**config.mk**
```make
export PLATFORM = sky130hd
export DESIGN_NAME = upper_dma_controller
export DESIGN_NICKNAME = d
export VERILOG_FILES = /design/src/rtl/upper_dma_pkg.sv /design/src/rtl/mode_mem_if.sv /design/src/rtl/mode_mem.sv /design/src/rtl/upper_dma_controller.sv
export SDC_FILE = /design/constraint.sdc
export NUM_CORES = 1
export LEC_CHECK = 0
export BUFFER_PORTS_ARGS = -buffer_cell sky130_fd_sc_hd__buf_2
export CORE_MARGIN = 8
export CORE_UTILIZATION = 40
export DETAILED_ROUTE_END_ITERATION = 8
export MAX_ROUTING_LAYER = met4
export SLEW_MARGIN = 0
export SYNTH_ARGS = -nofsm -noshare
export SYNTH_HDL_FRONTEND = slang
export SYNTH_SLANG_ARGS = --single-unit
```
**constraint.sdc**
```tcl
create_clock -name i_clk_sys -period 3.8 [get_ports i_clk_sys]
set_clock_uncertainty 0.05 [all_clocks]
set_input_delay 0.76 -clock i_clk_sys [delete_from_list [all_inputs] [get_ports i_clk_sys]]
set_output_delay 0.76 -clock i_clk_sys [all_outputs]
set_load 0.02 [all_outputs]
```
**src/rtl/upper_dma_pkg.sv**
```systemverilog
// constants for the upper dma controller status, command, request, mask and mode ports
package upper_dma_pkg;
   // ****************************************
   // port addresses
   // ****************************************
   localparam logic [7:0] ADDR_STATUS_CMD = 8'hD0;
   localparam logic [7:0] ADDR_SOFT_REQ = 8'hD2;
   localparam logic [7:0] ADDR_SINGLE_MASK = 8'hD4;
   localparam logic [7:0] ADDR_MODE = 8'hD6;
   localparam logic [7:0] ADDR_MASTER_CLEAR = 8'hDA;
   localparam logic [7:0] ADDR_MASK_CLEAR = 8'hDC;
   localparam logic [7:0] ADDR_MASK_ALL = 8'hDE;
   // ****************************************
   // command bit positions
   // ****************************************
   localparam int CMD_DACK_HIGH = 7;
   localparam int CMD_DREQ_LOW = 6;
   localparam int CMD_ROTATE = 4;
   localparam int CMD_COMPRESSED = 3;
   localparam int CMD_DISABLE = 2;
   localparam int CMD_ADDR_HOLD = 1;
   localparam int CMD_MEM_TO_MEM = 0;
   // ****************************************
   // request, mask and mode port fields
   // ****************************************
   localparam int SEL_LSB = 0;
   localparam int SEL_MSB = 1;
   localparam int ACT_BIT = 2;
   localparam int MODE_LSB = 6;
   localparam int MODE_MSB = 7;
   // ****************************************
   // reset values and timing
   // ****************************************
   localparam logic [7:0] CMD_RESET = 8'h00;
   localparam logic [3:0] MASK_RESET = 4'h0;
   localparam logic [2:0] XFER_CYCLES_NORMAL = 3'h4;
   localparam logic [2:0] XFER_CYCLES_COMPRESSED = 3'h3;
   typedef enum logic [1:0] {MODE_DEMAND, MODE_SINGLE, MODE_BLOCK,
      MODE_CASCADE} xfer_mode_e;
endpackage

```
**src/rtl/mode_mem_if.sv**
```systemverilog
// carrier between the controller and its per-channel mode store
interface mode_mem_if;
   logic wr_en;
   logic [1:0] wr_addr;
   logic [7:0] wr_data;
   logic [1:0] rd_addr;
   logic [7:0] rd_data;
   modport ctrl (output wr_en, output wr_addr, output wr_data,
      output rd_addr, input rd_data);
   modport mem (input wr_en, input wr_addr, input wr_data,
      input rd_addr, output rd_data);
endinterface

```
**src/rtl/mode_mem.sv**
```systemverilog
// four-entry channel mode store with registered read data
module mode_mem
(
   input wire logic i_clk_sys,
   input wire logic i_rst_n,
   input wire logic i_clear,
   mode_mem_if.mem bus
);
   logic [7:0] mem_r [4];
   logic [7:0] mem_nxt [4];
   logic [7:0] rd_r;
   logic [7:0] rd_nxt;

   always_comb
   begin
      for (int i = 0; i < 4; i++)
      begin
         if (i_clear)
            mem_nxt[i] = 8'h00;
         else if (bus.wr_en && bus.wr_addr == 2'(i))
            mem_nxt[i] = bus.wr_data;
         else
            mem_nxt[i] = mem_r[i];
      end
      rd_nxt = mem_r[bus.rd_addr];
   end

   always_ff @(posedge i_clk_sys or negedge i_rst_n)
   begin
      if (!i_rst_n)
      begin
         for (int i = 0; i < 4; i++)
            mem_r[i] <= 8'h00;
         rd_r <= 8'h00;
      end
      else
      begin
         mem_r <= mem_nxt;
         rd_r <= rd_nxt;
      end
   end

   assign bus.rd_data = rd_r;
endmodule // mode_mem

```
**src/rtl/upper_dma_controller.sv**
```systemverilog
// upper dma controller: status, command, request, mask and mode ports
//
// Summary of operation
// port D0: read status, write command
// status 7:4 show unmasked channel requests after polarity correction
// request bits clear on reset, clear, deassert
// status 3:0 terminal count, read clears
// command bit 7 sets acknowledge polarity
// command bit 6 sets request polarity
// command bit 4 picks fixed or rotating
// bit 3 shortens transfer to three cycles
// bit 2 blocks new dma cycles
// bit 1 holds channel 0 address
// bit 0 selects memory to memory
// software writes zero to bit 5
// port D2 bit 2 raises soft request
// soft requests bypass mask, accumulate
// port D4 changes one selected mask bit
// bit 2 set masks selected channel
// port D6 write only mode port
// mode write: bits 1:0 pick channel
// port DA write performs master clear
// port DE reads/writes whole mask
module upper_dma_controller
#(
   parameter int CHANNELS = 4
)
(
   input wire logic i_clk_sys,
   input wire logic i_nrst,
   input wire logic [7:0] i_addr,
   input wire logic i_io_rd,
   input wire logic i_io_wr,
   input wire logic [7:0] i_data,
   output logic [7:0] o_data,
   input wire logic [3:0] i_dreq,
   output logic [3:0] o_dack,
   input wire logic [3:0] i_tc,
   input wire logic i_xfer_done,
   output logic o_busy,
   output logic [1:0] o_grant_mode,
   output logic [2:0] o_xfer_cycles,
   output logic o_addr_hold,
   output logic o_mem_to_mem
);
   // ****************************************
   // elaboration checks
   // ****************************************
   if (CHANNELS != 4)
   begin : g_bad_channels
      $error("upper dma controller serves exactly four channels");
   end
   if (upper_dma_pkg::SEL_MSB - upper_dma_pkg::SEL_LSB + 1 !=
      $clog2(CHANNELS))
   begin : g_bad_select
      $error("channel select field does not fit the channel count");
   end
   if (upper_dma_pkg::XFER_CYCLES_COMPRESSED >=
      upper_dma_pkg::XFER_CYCLES_NORMAL)
   begin : g_bad_timing
      $error("compressed transfer must be shorter than a normal one");
   end

   // ****************************************
   // reset release
   // ****************************************
   logic [1:0] rst_sync_r;
   logic rst_n;

   always_ff @(posedge i_clk_sys or negedge i_nrst)
   begin
      if (!i_nrst)
         rst_sync_r <= 2'b00;
      else
         rst_sync_r <= {rst_sync_r[0], 1'b1};
   end
   // only the second flop feeds the design; the first may be metastable
   assign rst_n = rst_sync_r[1];

   // ****************************************
   // port decode
   // ****************************************
   logic wr_cmd;
   logic rd_status;
   logic wr_soft;
   logic wr_single;
   logic wr_mode;
   logic wr_mclr;
   logic wr_mclear_mask;
   logic wr_mask_all;
   logic rd_mask_all;

   assign wr_cmd = i_io_wr && i_addr == upper_dma_pkg::ADDR_STATUS_CMD;
   assign rd_status = i_io_rd && i_addr == upper_dma_pkg::ADDR_STATUS_CMD;
   assign wr_soft = i_io_wr && i_addr == upper_dma_pkg::ADDR_SOFT_REQ;
   assign wr_single = i_io_wr && i_addr == upper_dma_pkg::ADDR_SINGLE_MASK;
   assign wr_mode = i_io_wr && i_addr == upper_dma_pkg::ADDR_MODE;
   assign wr_mclr = i_io_wr && i_addr == upper_dma_pkg::ADDR_MASTER_CLEAR;
   assign wr_mclear_mask = i_io_wr &&
      i_addr == upper_dma_pkg::ADDR_MASK_CLEAR;
   assign wr_mask_all = i_io_wr && i_addr == upper_dma_pkg::ADDR_MASK_ALL;
   assign rd_mask_all = i_io_rd && i_addr == upper_dma_pkg::ADDR_MASK_ALL;

   // ****************************************
   // register state
   // ****************************************
   logic [7:0] cmd_r, cmd_nxt;
   logic [3:0] mask_r, mask_nxt;
   logic [3:0] soft_r, soft_nxt;
   logic [3:0] req_r, req_nxt;
   logic [3:0] tc_r, tc_nxt;
   logic [7:0] data_r, data_nxt;
   logic [3:0] sensed;
   logic [3:0] sel_dec;

   // a low-active request is inverted before anything looks at it
   assign sensed = cmd_r[upper_dma_pkg::CMD_DREQ_LOW] ? ~i_dreq : i_dreq;
   assign sel_dec = 4'h1 << i_data[upper_dma_pkg::SEL_MSB:
      upper_dma_pkg::SEL_LSB];

   always_comb
   begin
      cmd_nxt = cmd_r;
      mask_nxt = mask_r;
      soft_nxt = soft_r;
      data_nxt = 8'h00;
      // reserved bit 5 is stored as written; software keeps it zero
      if (wr_cmd)
         cmd_nxt = i_data;
      if (wr_single)
      begin
         if (i_data[upper_dma_pkg::ACT_BIT])
            mask_nxt = mask_r | sel_dec;
         else
            mask_nxt = mask_r & ~sel_dec;
      end
      if (wr_mask_all)
         mask_nxt = i_data[3:0];
      if (wr_mclear_mask)
         mask_nxt = 4'h0;
      // soft request ends at that channel's terminal count
      soft_nxt = soft_r & ~i_tc;
      if (wr_soft && i_data[upper_dma_pkg::ACT_BIT])
         soft_nxt = soft_nxt | sel_dec;
      // status shows the request after polarity correction, unmasked
      req_nxt = sensed;
      // a terminal count in the reading cycle survives the clear
      tc_nxt = (rd_status ? 4'h0 : tc_r) | i_tc;
      if (rd_status)
         data_nxt = {req_r, tc_r};
      else if (rd_mask_all)
         data_nxt = {4'h0, mask_r};
      if (wr_mclr)
      begin
         cmd_nxt = upper_dma_pkg::CMD_RESET;
         mask_nxt = upper_dma_pkg::MASK_RESET;
         soft_nxt = 4'h0;
         req_nxt = 4'h0;
         tc_nxt = 4'h0;
      end
   end

   always_ff @(posedge i_clk_sys or negedge rst_n)
   begin
      if (!rst_n)
      begin
         cmd_r <= upper_dma_pkg::CMD_RESET;
         mask_r <= upper_dma_pkg::MASK_RESET;
         soft_r <= 4'h0;
         req_r <= 4'h0;
         tc_r <= 4'h0;
         data_r <= 8'h00;
      end
      else
      begin
         cmd_r <= cmd_nxt;
         mask_r <= mask_nxt;
         soft_r <= soft_nxt;
         req_r <= req_nxt;
         tc_r <= tc_nxt;
         data_r <= data_nxt;
      end
   end
   assign o_data = data_r;

   // ****************************************
   // arbitration and acknowledge
   // ****************************************
   typedef enum logic {ARB_IDLE, ARB_GRANT} arb_state_e;
   arb_state_e state_r, state_nxt;
   logic [1:0] grant_r, grant_nxt;
   logic [1:0] base_r, base_nxt;
   logic [3:0] eligible;
   logic found;
   logic [1:0] pick;
   logic [1:0] idx;
   logic [3:0] ack_act;

   assign eligible = (sensed & ~mask_r) | soft_r;

   always_comb
   begin
      found = 1'b0;
      pick = 2'b00;
      idx = 2'b00;
      // search starts at the base; base stays 0 in fixed mode
      for (int i = 0; i < 4; i++)
      begin
         idx = base_r + 2'(i);
         if (!found && eligible[idx])
         begin
            found = 1'b1;
            pick = idx;
         end
      end
   end

   always_comb
   begin
      state_nxt = state_r;
      grant_nxt = grant_r;
      base_nxt = cmd_r[upper_dma_pkg::CMD_ROTATE] ? base_r : 2'b00;
      case (state_r)
         ARB_IDLE:
         begin
            // disable only stops new grants; a running one completes
            if (found && !cmd_r[upper_dma_pkg::CMD_DISABLE])
            begin
               state_nxt = ARB_GRANT;
               grant_nxt = pick;
               if (cmd_r[upper_dma_pkg::CMD_ROTATE])
                  base_nxt = pick + 2'b01;
            end
         end
         ARB_GRANT:
         begin
            if (i_xfer_done)
               state_nxt = ARB_IDLE;
         end
         default:
            state_nxt = ARB_IDLE;
      endcase
      if (wr_mclr)
      begin
         state_nxt = ARB_IDLE;
         base_nxt = 2'b00;
      end
   end

   always_ff @(posedge i_clk_sys or negedge rst_n)
   begin
      if (!rst_n)
      begin
         state_r <= ARB_IDLE;
         grant_r <= 2'b00;
         base_r <= 2'b00;
      end
      else
      begin
         state_r <= state_nxt;
         grant_r <= grant_nxt;
         base_r <= base_nxt;
      end
   end

   // one acknowledge per channel; idle pins sit at the inactive level
   for (genvar ch = 0; ch < CHANNELS; ch++)
   begin : g_ack
      assign ack_act[ch] = state_r == ARB_GRANT && grant_r == 2'(ch);
      assign o_dack[ch] = cmd_r[upper_dma_pkg::CMD_DACK_HIGH] ?
         ack_act[ch] : !ack_act[ch];
   end
   assign o_busy = state_r == ARB_GRANT;
   assign o_xfer_cycles = cmd_r[upper_dma_pkg::CMD_COMPRESSED] ?
      upper_dma_pkg::XFER_CYCLES_COMPRESSED :
      upper_dma_pkg::XFER_CYCLES_NORMAL;
   assign o_addr_hold = cmd_r[upper_dma_pkg::CMD_ADDR_HOLD];
   assign o_mem_to_mem = cmd_r[upper_dma_pkg::CMD_MEM_TO_MEM];

   // ****************************************
   // channel mode store
   // ****************************************
   mode_mem_if mode_bus ();
   logic [7:0] mode_word;

   assign mode_bus.wr_en = wr_mode;
   assign mode_bus.wr_addr = i_data[upper_dma_pkg::SEL_MSB:
      upper_dma_pkg::SEL_LSB];
   assign mode_bus.wr_data = i_data;
   // read ahead with the grant being taken, so the mode word lines up
   // with the acknowledge instead of trailing it by a cycle
   assign mode_bus.rd_addr = grant_nxt;
   assign mode_word = mode_bus.rd_data;
   assign o_grant_mode = mode_word[upper_dma_pkg::MODE_MSB:
      upper_dma_pkg::MODE_LSB];

   mode_mem u_mode_mem
   (
      .i_clk_sys(i_clk_sys),
      .i_rst_n(rst_n),
      .i_clear(wr_mclr),
      .bus(mode_bus)
   );
endmodule // upper_dma_controller

```
== After elaboration in Yosys (flattened, before gate mapping) ==
Index checks and enable logic that the tools add are counted.

* Multiplexer cells: 58
* $lt $le $gt $ge: 5
* Add/subtract/negate cells: 4
* Bitwise logic cells: 13
* Shift operators: 1
* Equal/unequal tests: 13
* Reductions and logical operators: 38

{| class="wikitable"
|+ Operator list
! kind !! count
|-
| $mux W8 || 13
|-
| $eq A8 B8 Y1 const B || 7
|-
| $mux W4 || 12
|-
| $logic_and A1 B1 Y1 || 22
|-
| $mux W2 || 11
|-
| $bmux W8 S2 || 1
|-
| $not A4 Y4 || 4
|-
| $or A4 B4 Y4 || 4
|-
| $mux W1 || 15
|-
| $and A4 B4 Y4 || 3
|-
| $lt A2 B3 Y1 const B || 4
|-
| $reduce_bool A2 Y1 || 5
|-
| $bmux W1 S2 || 4
|-
| $eq A2 B2 Y1 const B || 4
|-
| $logic_not A1 Y1 || 8
|-
| $add A2 B1 Y2 const B || 2
|-
| $add A2 B2 Y2 const B || 2
|-
| $eq A2 B1 Y1 const B || 2
|-
| $logic_not A2 Y1 || 2
|-
| $reduce_bool A4 Y1 || 1
|-
| $shl A1 B2 Y4 const A || 1
|-
| $ge A3 B3 Y1 const B || 1
|-
| $mux W3 || 1
|-
| $not A2 Y3 || 1
|-
| other kinds (2) || 2
|}

* Output and inout port bits: 20
* Logic and storage cells: 147
* Flip-flop bits (word level): 79
* Input port bits: 29

== Logic depth before layout (Yosys ltp) ==
* Word-level depth: 23
* Mapped depth: 8
* Gate-level depth less buffers: 6

== By module ==
A second synthesis with hierarchy kept.

* Cells, all modules: 322
* Area total of the unflattened synthesis: 3794.9 µm²

{| class="wikitable"
|+ By module, submodules not included
! module !! area each (µm²) !! seq. area each (µm²) !! cells an instance !! instances
|-
| upper_dma_controller || 1963.1 || 950.9 || 188 || 1
|-
| mode_mem || 1831.8 || 1001.0 || 134 || 1
|}

== Worst setup path before layout ==
Ideal clock, no wire load.

* Path kind: input port to flip-flop
* Start point: input port i_dreq[0]
* End point: register u_mode_mem.rd_r[6], in the netlist u_mode_mem.bus.rd_data[6]
* Slack: 1598 ps
* Path buffers: 1
* Setup time: 132 ps
* Cell stages on the path: 7
* Data required time: 3618 ps
* Data arrival time: 2021 ps
* Cell sequence: xnor2_1 -> o21bai_2 -> o41a_1 -> buf_2 -> and4_1 -> o21ai_1 -> a32oi_1

* Cells in the longest elaborated chain, start to end: 23
* Elaborated cells on any way between the ends: 33
* Those cells by class: mux: 22; bitwise: 4; reduce/logical: 7

{| class="wikitable"
|+ Ends and longest elaborated chain
! what !! line !! source
|-
| from (decl) || upper_dma_controller.sv:36 || <nowiki>input wire logic [3:0] i_dreq,</nowiki>
|-
| $not A4 Y4 || upper_dma_controller.sv:117 || <nowiki>assign sensed = cmd_r[upper_dma_pkg::CMD_DREQ_LOW] ? ~i_dreq : i_dreq;</nowiki>
|-
| $mux W4 * || upper_dma_controller.sv:117 ||
|-
| $and A4 B4 Y4 * || upper_dma_controller.sv:199 || <nowiki>assign eligible = (sensed & ~mask_r) | soft_r;</nowiki>
|-
| $or A4 B4 Y4 * || upper_dma_controller.sv:199 ||
|-
| $bmux W1 S2 || upper_dma_controller.sv:210 || <nowiki>if (!found && eligible[idx])</nowiki>
|-
| $mux W1 (implied by the code) || upper_dma_controller.sv:210 ||
|-
| $mux W1 || upper_dma_controller.sv:210 ||
|-
| $logic_not A1 Y1 || upper_dma_controller.sv:210 ||
|-
| [7 not listed] || - ||
|-
| $mux W1 || upper_dma_controller.sv:210 ||
|-
| $logic_and A1 B1 Y1 || upper_dma_controller.sv:227 || <nowiki>if (found && !cmd_r[upper_dma_pkg::CMD_DISABLE])</nowiki>
|-
| $mux W2 * || upper_dma_controller.sv:227 ||
|-
| $mux W2 * || upper_dma_controller.sv:223 || <nowiki>case (state_r)</nowiki>
|-
| $not A2 Y3 (implied by the code) * || mode_mem.sv:25 || <nowiki>rd_nxt = mem_r[bus.rd_addr];</nowiki>
|-
| $bmux W8 S2 * || mode_mem.sv:25 ||
|-
| $mux W8 (implied by the code) * (2 in series) || mode_mem.sv:25 ||
|-
| via u_mode_mem.rd_nxt[6] || mode_mem.sv:12 || <nowiki>logic [7:0] rd_nxt;</nowiki>
|-
| to (signal assigned) || mode_mem.sv:39 || <nowiki>rd_r <= rd_nxt;</nowiki>
|-
| to (decl) || mode_mem.sv:11 || <nowiki>logic [7:0] rd_r;</nowiki>
|}

The timed path passes the listed nets; every way through them passes the cells marked *. The select of a mux whose other input is x is not followed.
A chain may end at the register's enable or synchronous reset.

== Final worst setup path ==
* Start point: input port i_addr[5]
* End point: register data_r[3], in the netlist o_data[3]

* Cells in the longest elaborated chain, start to end: 4
* Elaborated cells on any way between the ends: 6
* Those cells by class: eq/ne: 2; mux: 2; reduce/logical: 2

{| class="wikitable"
|+ Ends and longest elaborated chain
! what !! line !! source
|-
| from (decl) || upper_dma_controller.sv:31 || <nowiki>input wire logic [7:0] i_addr,</nowiki>
|-
| $eq A8 B8 Y1 || upper_dma_controller.sv:102 || <nowiki>assign rd_mask_all = i_io_rd && i_addr == upper_dma_pkg::ADDR_MASK_ALL;</nowiki>
|-
| $logic_and A1 B1 Y1 || upper_dma_controller.sv:102 ||
|-
| $mux W4 || upper_dma_controller.sv:151 || <nowiki>else if (rd_mask_all)</nowiki>
|-
| $mux W8 * || upper_dma_controller.sv:149 || <nowiki>if (rd_status)</nowiki>
|-
| via data_nxt[3] || upper_dma_controller.sv:112 || <nowiki>logic [7:0] data_r, data_nxt;</nowiki>
|-
| to (signal assigned) || upper_dma_controller.sv:181 || <nowiki>data_r <= data_nxt;</nowiki>
|-
| to (decl) || upper_dma_controller.sv:112 ||
|}

The timed path passes the listed nets; every way through them passes the cells marked *.

==> impl_metrics.ini <==
[yosys]
yosys.area_share.simple_pct = 21.5
largest_family_of_logic_cells_by_synthesized_area = simple AND/OR/NAND/NOR gates
syn-num-nets = 276
synthesis.instances = 247
synth_enable_flop_cells = 0
ys_ff_latch = 48
area_contributors_post_synth = sky130_fd_sc_hd__dfrtp_1 51%, sky130_fd_sc_hd__nand2_1 5.1%, sky130_fd_sc_hd__nor2_1 4.6%
syn_area_um2 = 2360
synth_ff_type = sky130_fd_sc_hd__dfrtp_1
yosys.area.top_type_share_pct = 50.8
synth_area_per_cell_um2 = 9.57
portion_of_netlist_area_occupied_by_mux_cells_pct = 1.69
synth-adder-area-share_pct = 0
netlist-cell-type-count = 49
synthXorXnorAreaFrac_pct = 4.34
synth_compound_gate_area_share_pct = 17.9
synth-async-reset-ratio_pct = 100
yosys_top_cell_by_area = sky130_fd_sc_hd__dfrtp_1
synth_sequential_area_ratio_pct = 50.8
synth_warnings = 0

[clocking]
clkSinkCount = 48
ctsHoldBuffers = 0
worstSkewPairLatency_ns = 0.30
worst_setup_hold_path_clk_slew_ns = 0.09
clk_path_buf_depth = 2
clockRootBuffer = sky130_fd_sc_hd__clkbuf_8
post_cts_resized = 0
tritoncts = built
ctsHtreeMaxLevel = 2
cts-buffers-inserted = 5
post-cts-setup-buffer-count = 0

[grt]
grt_max_degree = 47
number_of_global_route_vias_before_repair = 1933
antenna_violations_before_repair = 0
grt_pass1_wl_um = 9400
grt-ovfl-total = 0
grt_usage_pct = 13.9

[place]
dpl_cell_area_um2 = 2650
placement.io_buffers = 47
place.gp.congestion = 0.827
hpwlAfterDp_um = 4070

[worst_setup_path]
crit_fanout = 8
worst-endpoint-required_ns = 3.99
worst_ep_arrival_time_ns = 2.59
worstSetupPathType = input port to flip-flop
critical_path.top_delay_family = simple AND/OR/NAND/NOR gates
path_buf_inv = 1
critPathLaunchType = input port
critical_path.endpoint_type = flip-flop
crit_path_max_incr_delay_ns = 0.78
worst_path_max_delay_cell = sky130_fd_sc_hd__nor3b_1
crit_path_cell_trace = buf_2 > and4b_1 > nand2_1 > nor3_1 > nor3b_1 > a22o_1

[power]
leakage_nw = 1.27
cellPowerDensity_nw_per_um2 = 456
power.ir.vdd_worst_v = 0.000161

[drt]
postRouteAntennaNets = 0
drt_first_iter_violations = 98
post_drt_via_cell_ratio = 5.22
dr.pass1.iters = 5
drt_wl_total_um = 5480
wl_per_cell_um = 14.9
detail_route.drc_violations = 0
detailroute.via_count = 1917

[sta]
worst-slew-pin-transition_ns = 1.00
maxClockFrequency_mhz = 417
post-route-min-period_ns = 2.40
setup_viol = 0
hold_ws_ns = 0.174
slew_violations = 0
max_slew_margin_pct = 33.1
finalCritPeriodShare_pct = 63.1
rsz0062_at_grt = no
final_hold_viol_count = 0
final_sum_of_negative_setup_slack_ns = 0

[floorplan]
core_area_um2 = 5820
die-area_um2 = 8630
die_wd_um = 92.9
floorplan.die.height_um = 92.9
initial_utilization_pct = 40.7
top_level_ports = 49
fp-row-count = 28

[cells_and_area]
antenna_cells = 0
num-nets-final = 320
multi_input_gate_area_um2 = 1080
final_design_area_no_fill_um2 = 2770
seqCellArea_um2 = 1200
share_of_cells_above_drive_strength_1_pct = 22.6
syn_to_final_growth_pct = 17.0
fillerInstances = 613

[worst_hold_path]
timing.hold.worst.class = input port to async pin

[flow_run]
cap_violations = 0

[run_status]
outcome = complete, no violations
layout make-up:
type                       count  area share (%)
timing repair buffer          48            8.77
clock buffer                   6            2.99
tap                           75            3.39
multi-input combinational    181            39.0
sequential                    48            43.5
inverter                       7           0.950
clock inverter                 2            1.40
state kept, by name, indices dropped and copies added (netlist names), 4 cells and up:
register and cells:
o_data 8, u_mode_mem.mem_r 8, cmd_r 7, mask_r 4
req_r 4, soft_r 4, tc_r 4
cell usage after synthesis, drive strengths merged (2+ instances only):
cell    instances
xor2            3
a22o            4
nor3            2
nand2          32
o221ai          2
nor2b           6
inv             7
dfrtp          48
o21bai          4
o21ai           9
nor4            2
clkbuf          7
o31ai           2
a221oi          2
nand4           2
mux2i           4
and2            7
nor2           29
o21ba           2
or2             3
a21oi          21
xnor2           7
nor3b           2
nand3b          4
buf             4
nand3          14
a21boi          2
a211oi          2
a32oi           3
per-layer routing:
layer / share of wire [%] / track usage [%] / vias to the layer above
met5: 0 / - / -
met4: 1.4 / 4.97 / 0
met3: 4.6 / 3.16 / 6
met2: 47 / 21.2 / 62
met1: 47 / 17.7 / 903
li1: - / - / 946
kinds of logic (layout without fill, tap and decap cells):
kind of cell              count (synthesis)  count (layout)
AOI/OAI and AO/OA                        60              60
xor gates and xnor gates                 10              10
buffers and inverters                    18              63
DFF                                      48              48
muxes                                     4               4
other                                     1               1
and+or+nand+nor                         106             106
where the power goes:
| part | internal [mW] | leakage [nW] | switching [mW] |
|---|---|---|---|
| clock network | 0.215 | 0.0614 | 0.174 |
| logic | 0.112 | 0.589 | 0.165 |
| registers | 0.547 | 0.619 | 0.0461 |
final timing paths:
| check | end | slack, ns | depth (start not counted) | start |
|---|---|---|---|---|
| min in group i_clk_sys | rst_sync_r[1] | 0.31 | 0 | rst_sync_r[0] |
| hold reg to reg | rst_sync_r[1] | 0.31 | 0 | rst_sync_r[0] |
| setup / recovery | o_data[3] | 1.40 | 6 | i_addr[5] |
| hold / removal | rst_sync_r[1] | 0.17 | 1 | i_nrst |
| setup reg to reg | u_mode_mem.bus.rd_data[7] | 1.53 | 6 | cmd_r[6] |
| max in group asynchronous | u_mode_mem.mem_r[7] | 2.68 | 0 | rst_sync_r[1] |
layout by cell type (no fill, tap or decap), drive strengths merged, types with 3 or more instances in the layout:
master / instances
a21oi: 21
a22o: 4
a32oi: 3
and2: 7
buf: 48
clkbuf: 6
dfrtp: 48
inv: 7
mux2i: 4
nand2: 32
nand3: 14
nand3b: 4
nor2: 29
nor2b: 6
o21ai: 9
o21bai: 4
or2: 3
xnor2: 7
xor2: 3
stage by stage:
step / power [mW] / cells / util, % / setup slack (ns)
2_1_floorplan: 0.799 / 247 / - / 1.60
4_1_cts: 1.28 / 367 / 47.6 / 1.38
3_5_place_dp: 0.883 / 359 / 45.5 / 1.02
6_report: 1.26 / 367 / 47.6 / 1.40
3_3_place_gp: 0.880 / 359 / 45.5 / 1.11
5_1_grt: 1.34 / 367 / 47.6 / 1.17
worst reg2reg max path: stages, from the launching register on:
cell and delay [ns]:
sky130_fd_sc_hd__dfrtp_1 0.51, sky130_fd_sc_hd__xnor2_1 0.29, sky130_fd_sc_hd__o21bai_2 0.16, sky130_fd_sc_hd__o41ai_2 0.51, sky130_fd_sc_hd__and2_1 0.31, sky130_fd_sc_hd__o21ai_1 0.09, sky130_fd_sc_hd__a32oi_1 0.25
Power figures use the tool's default switching activity.
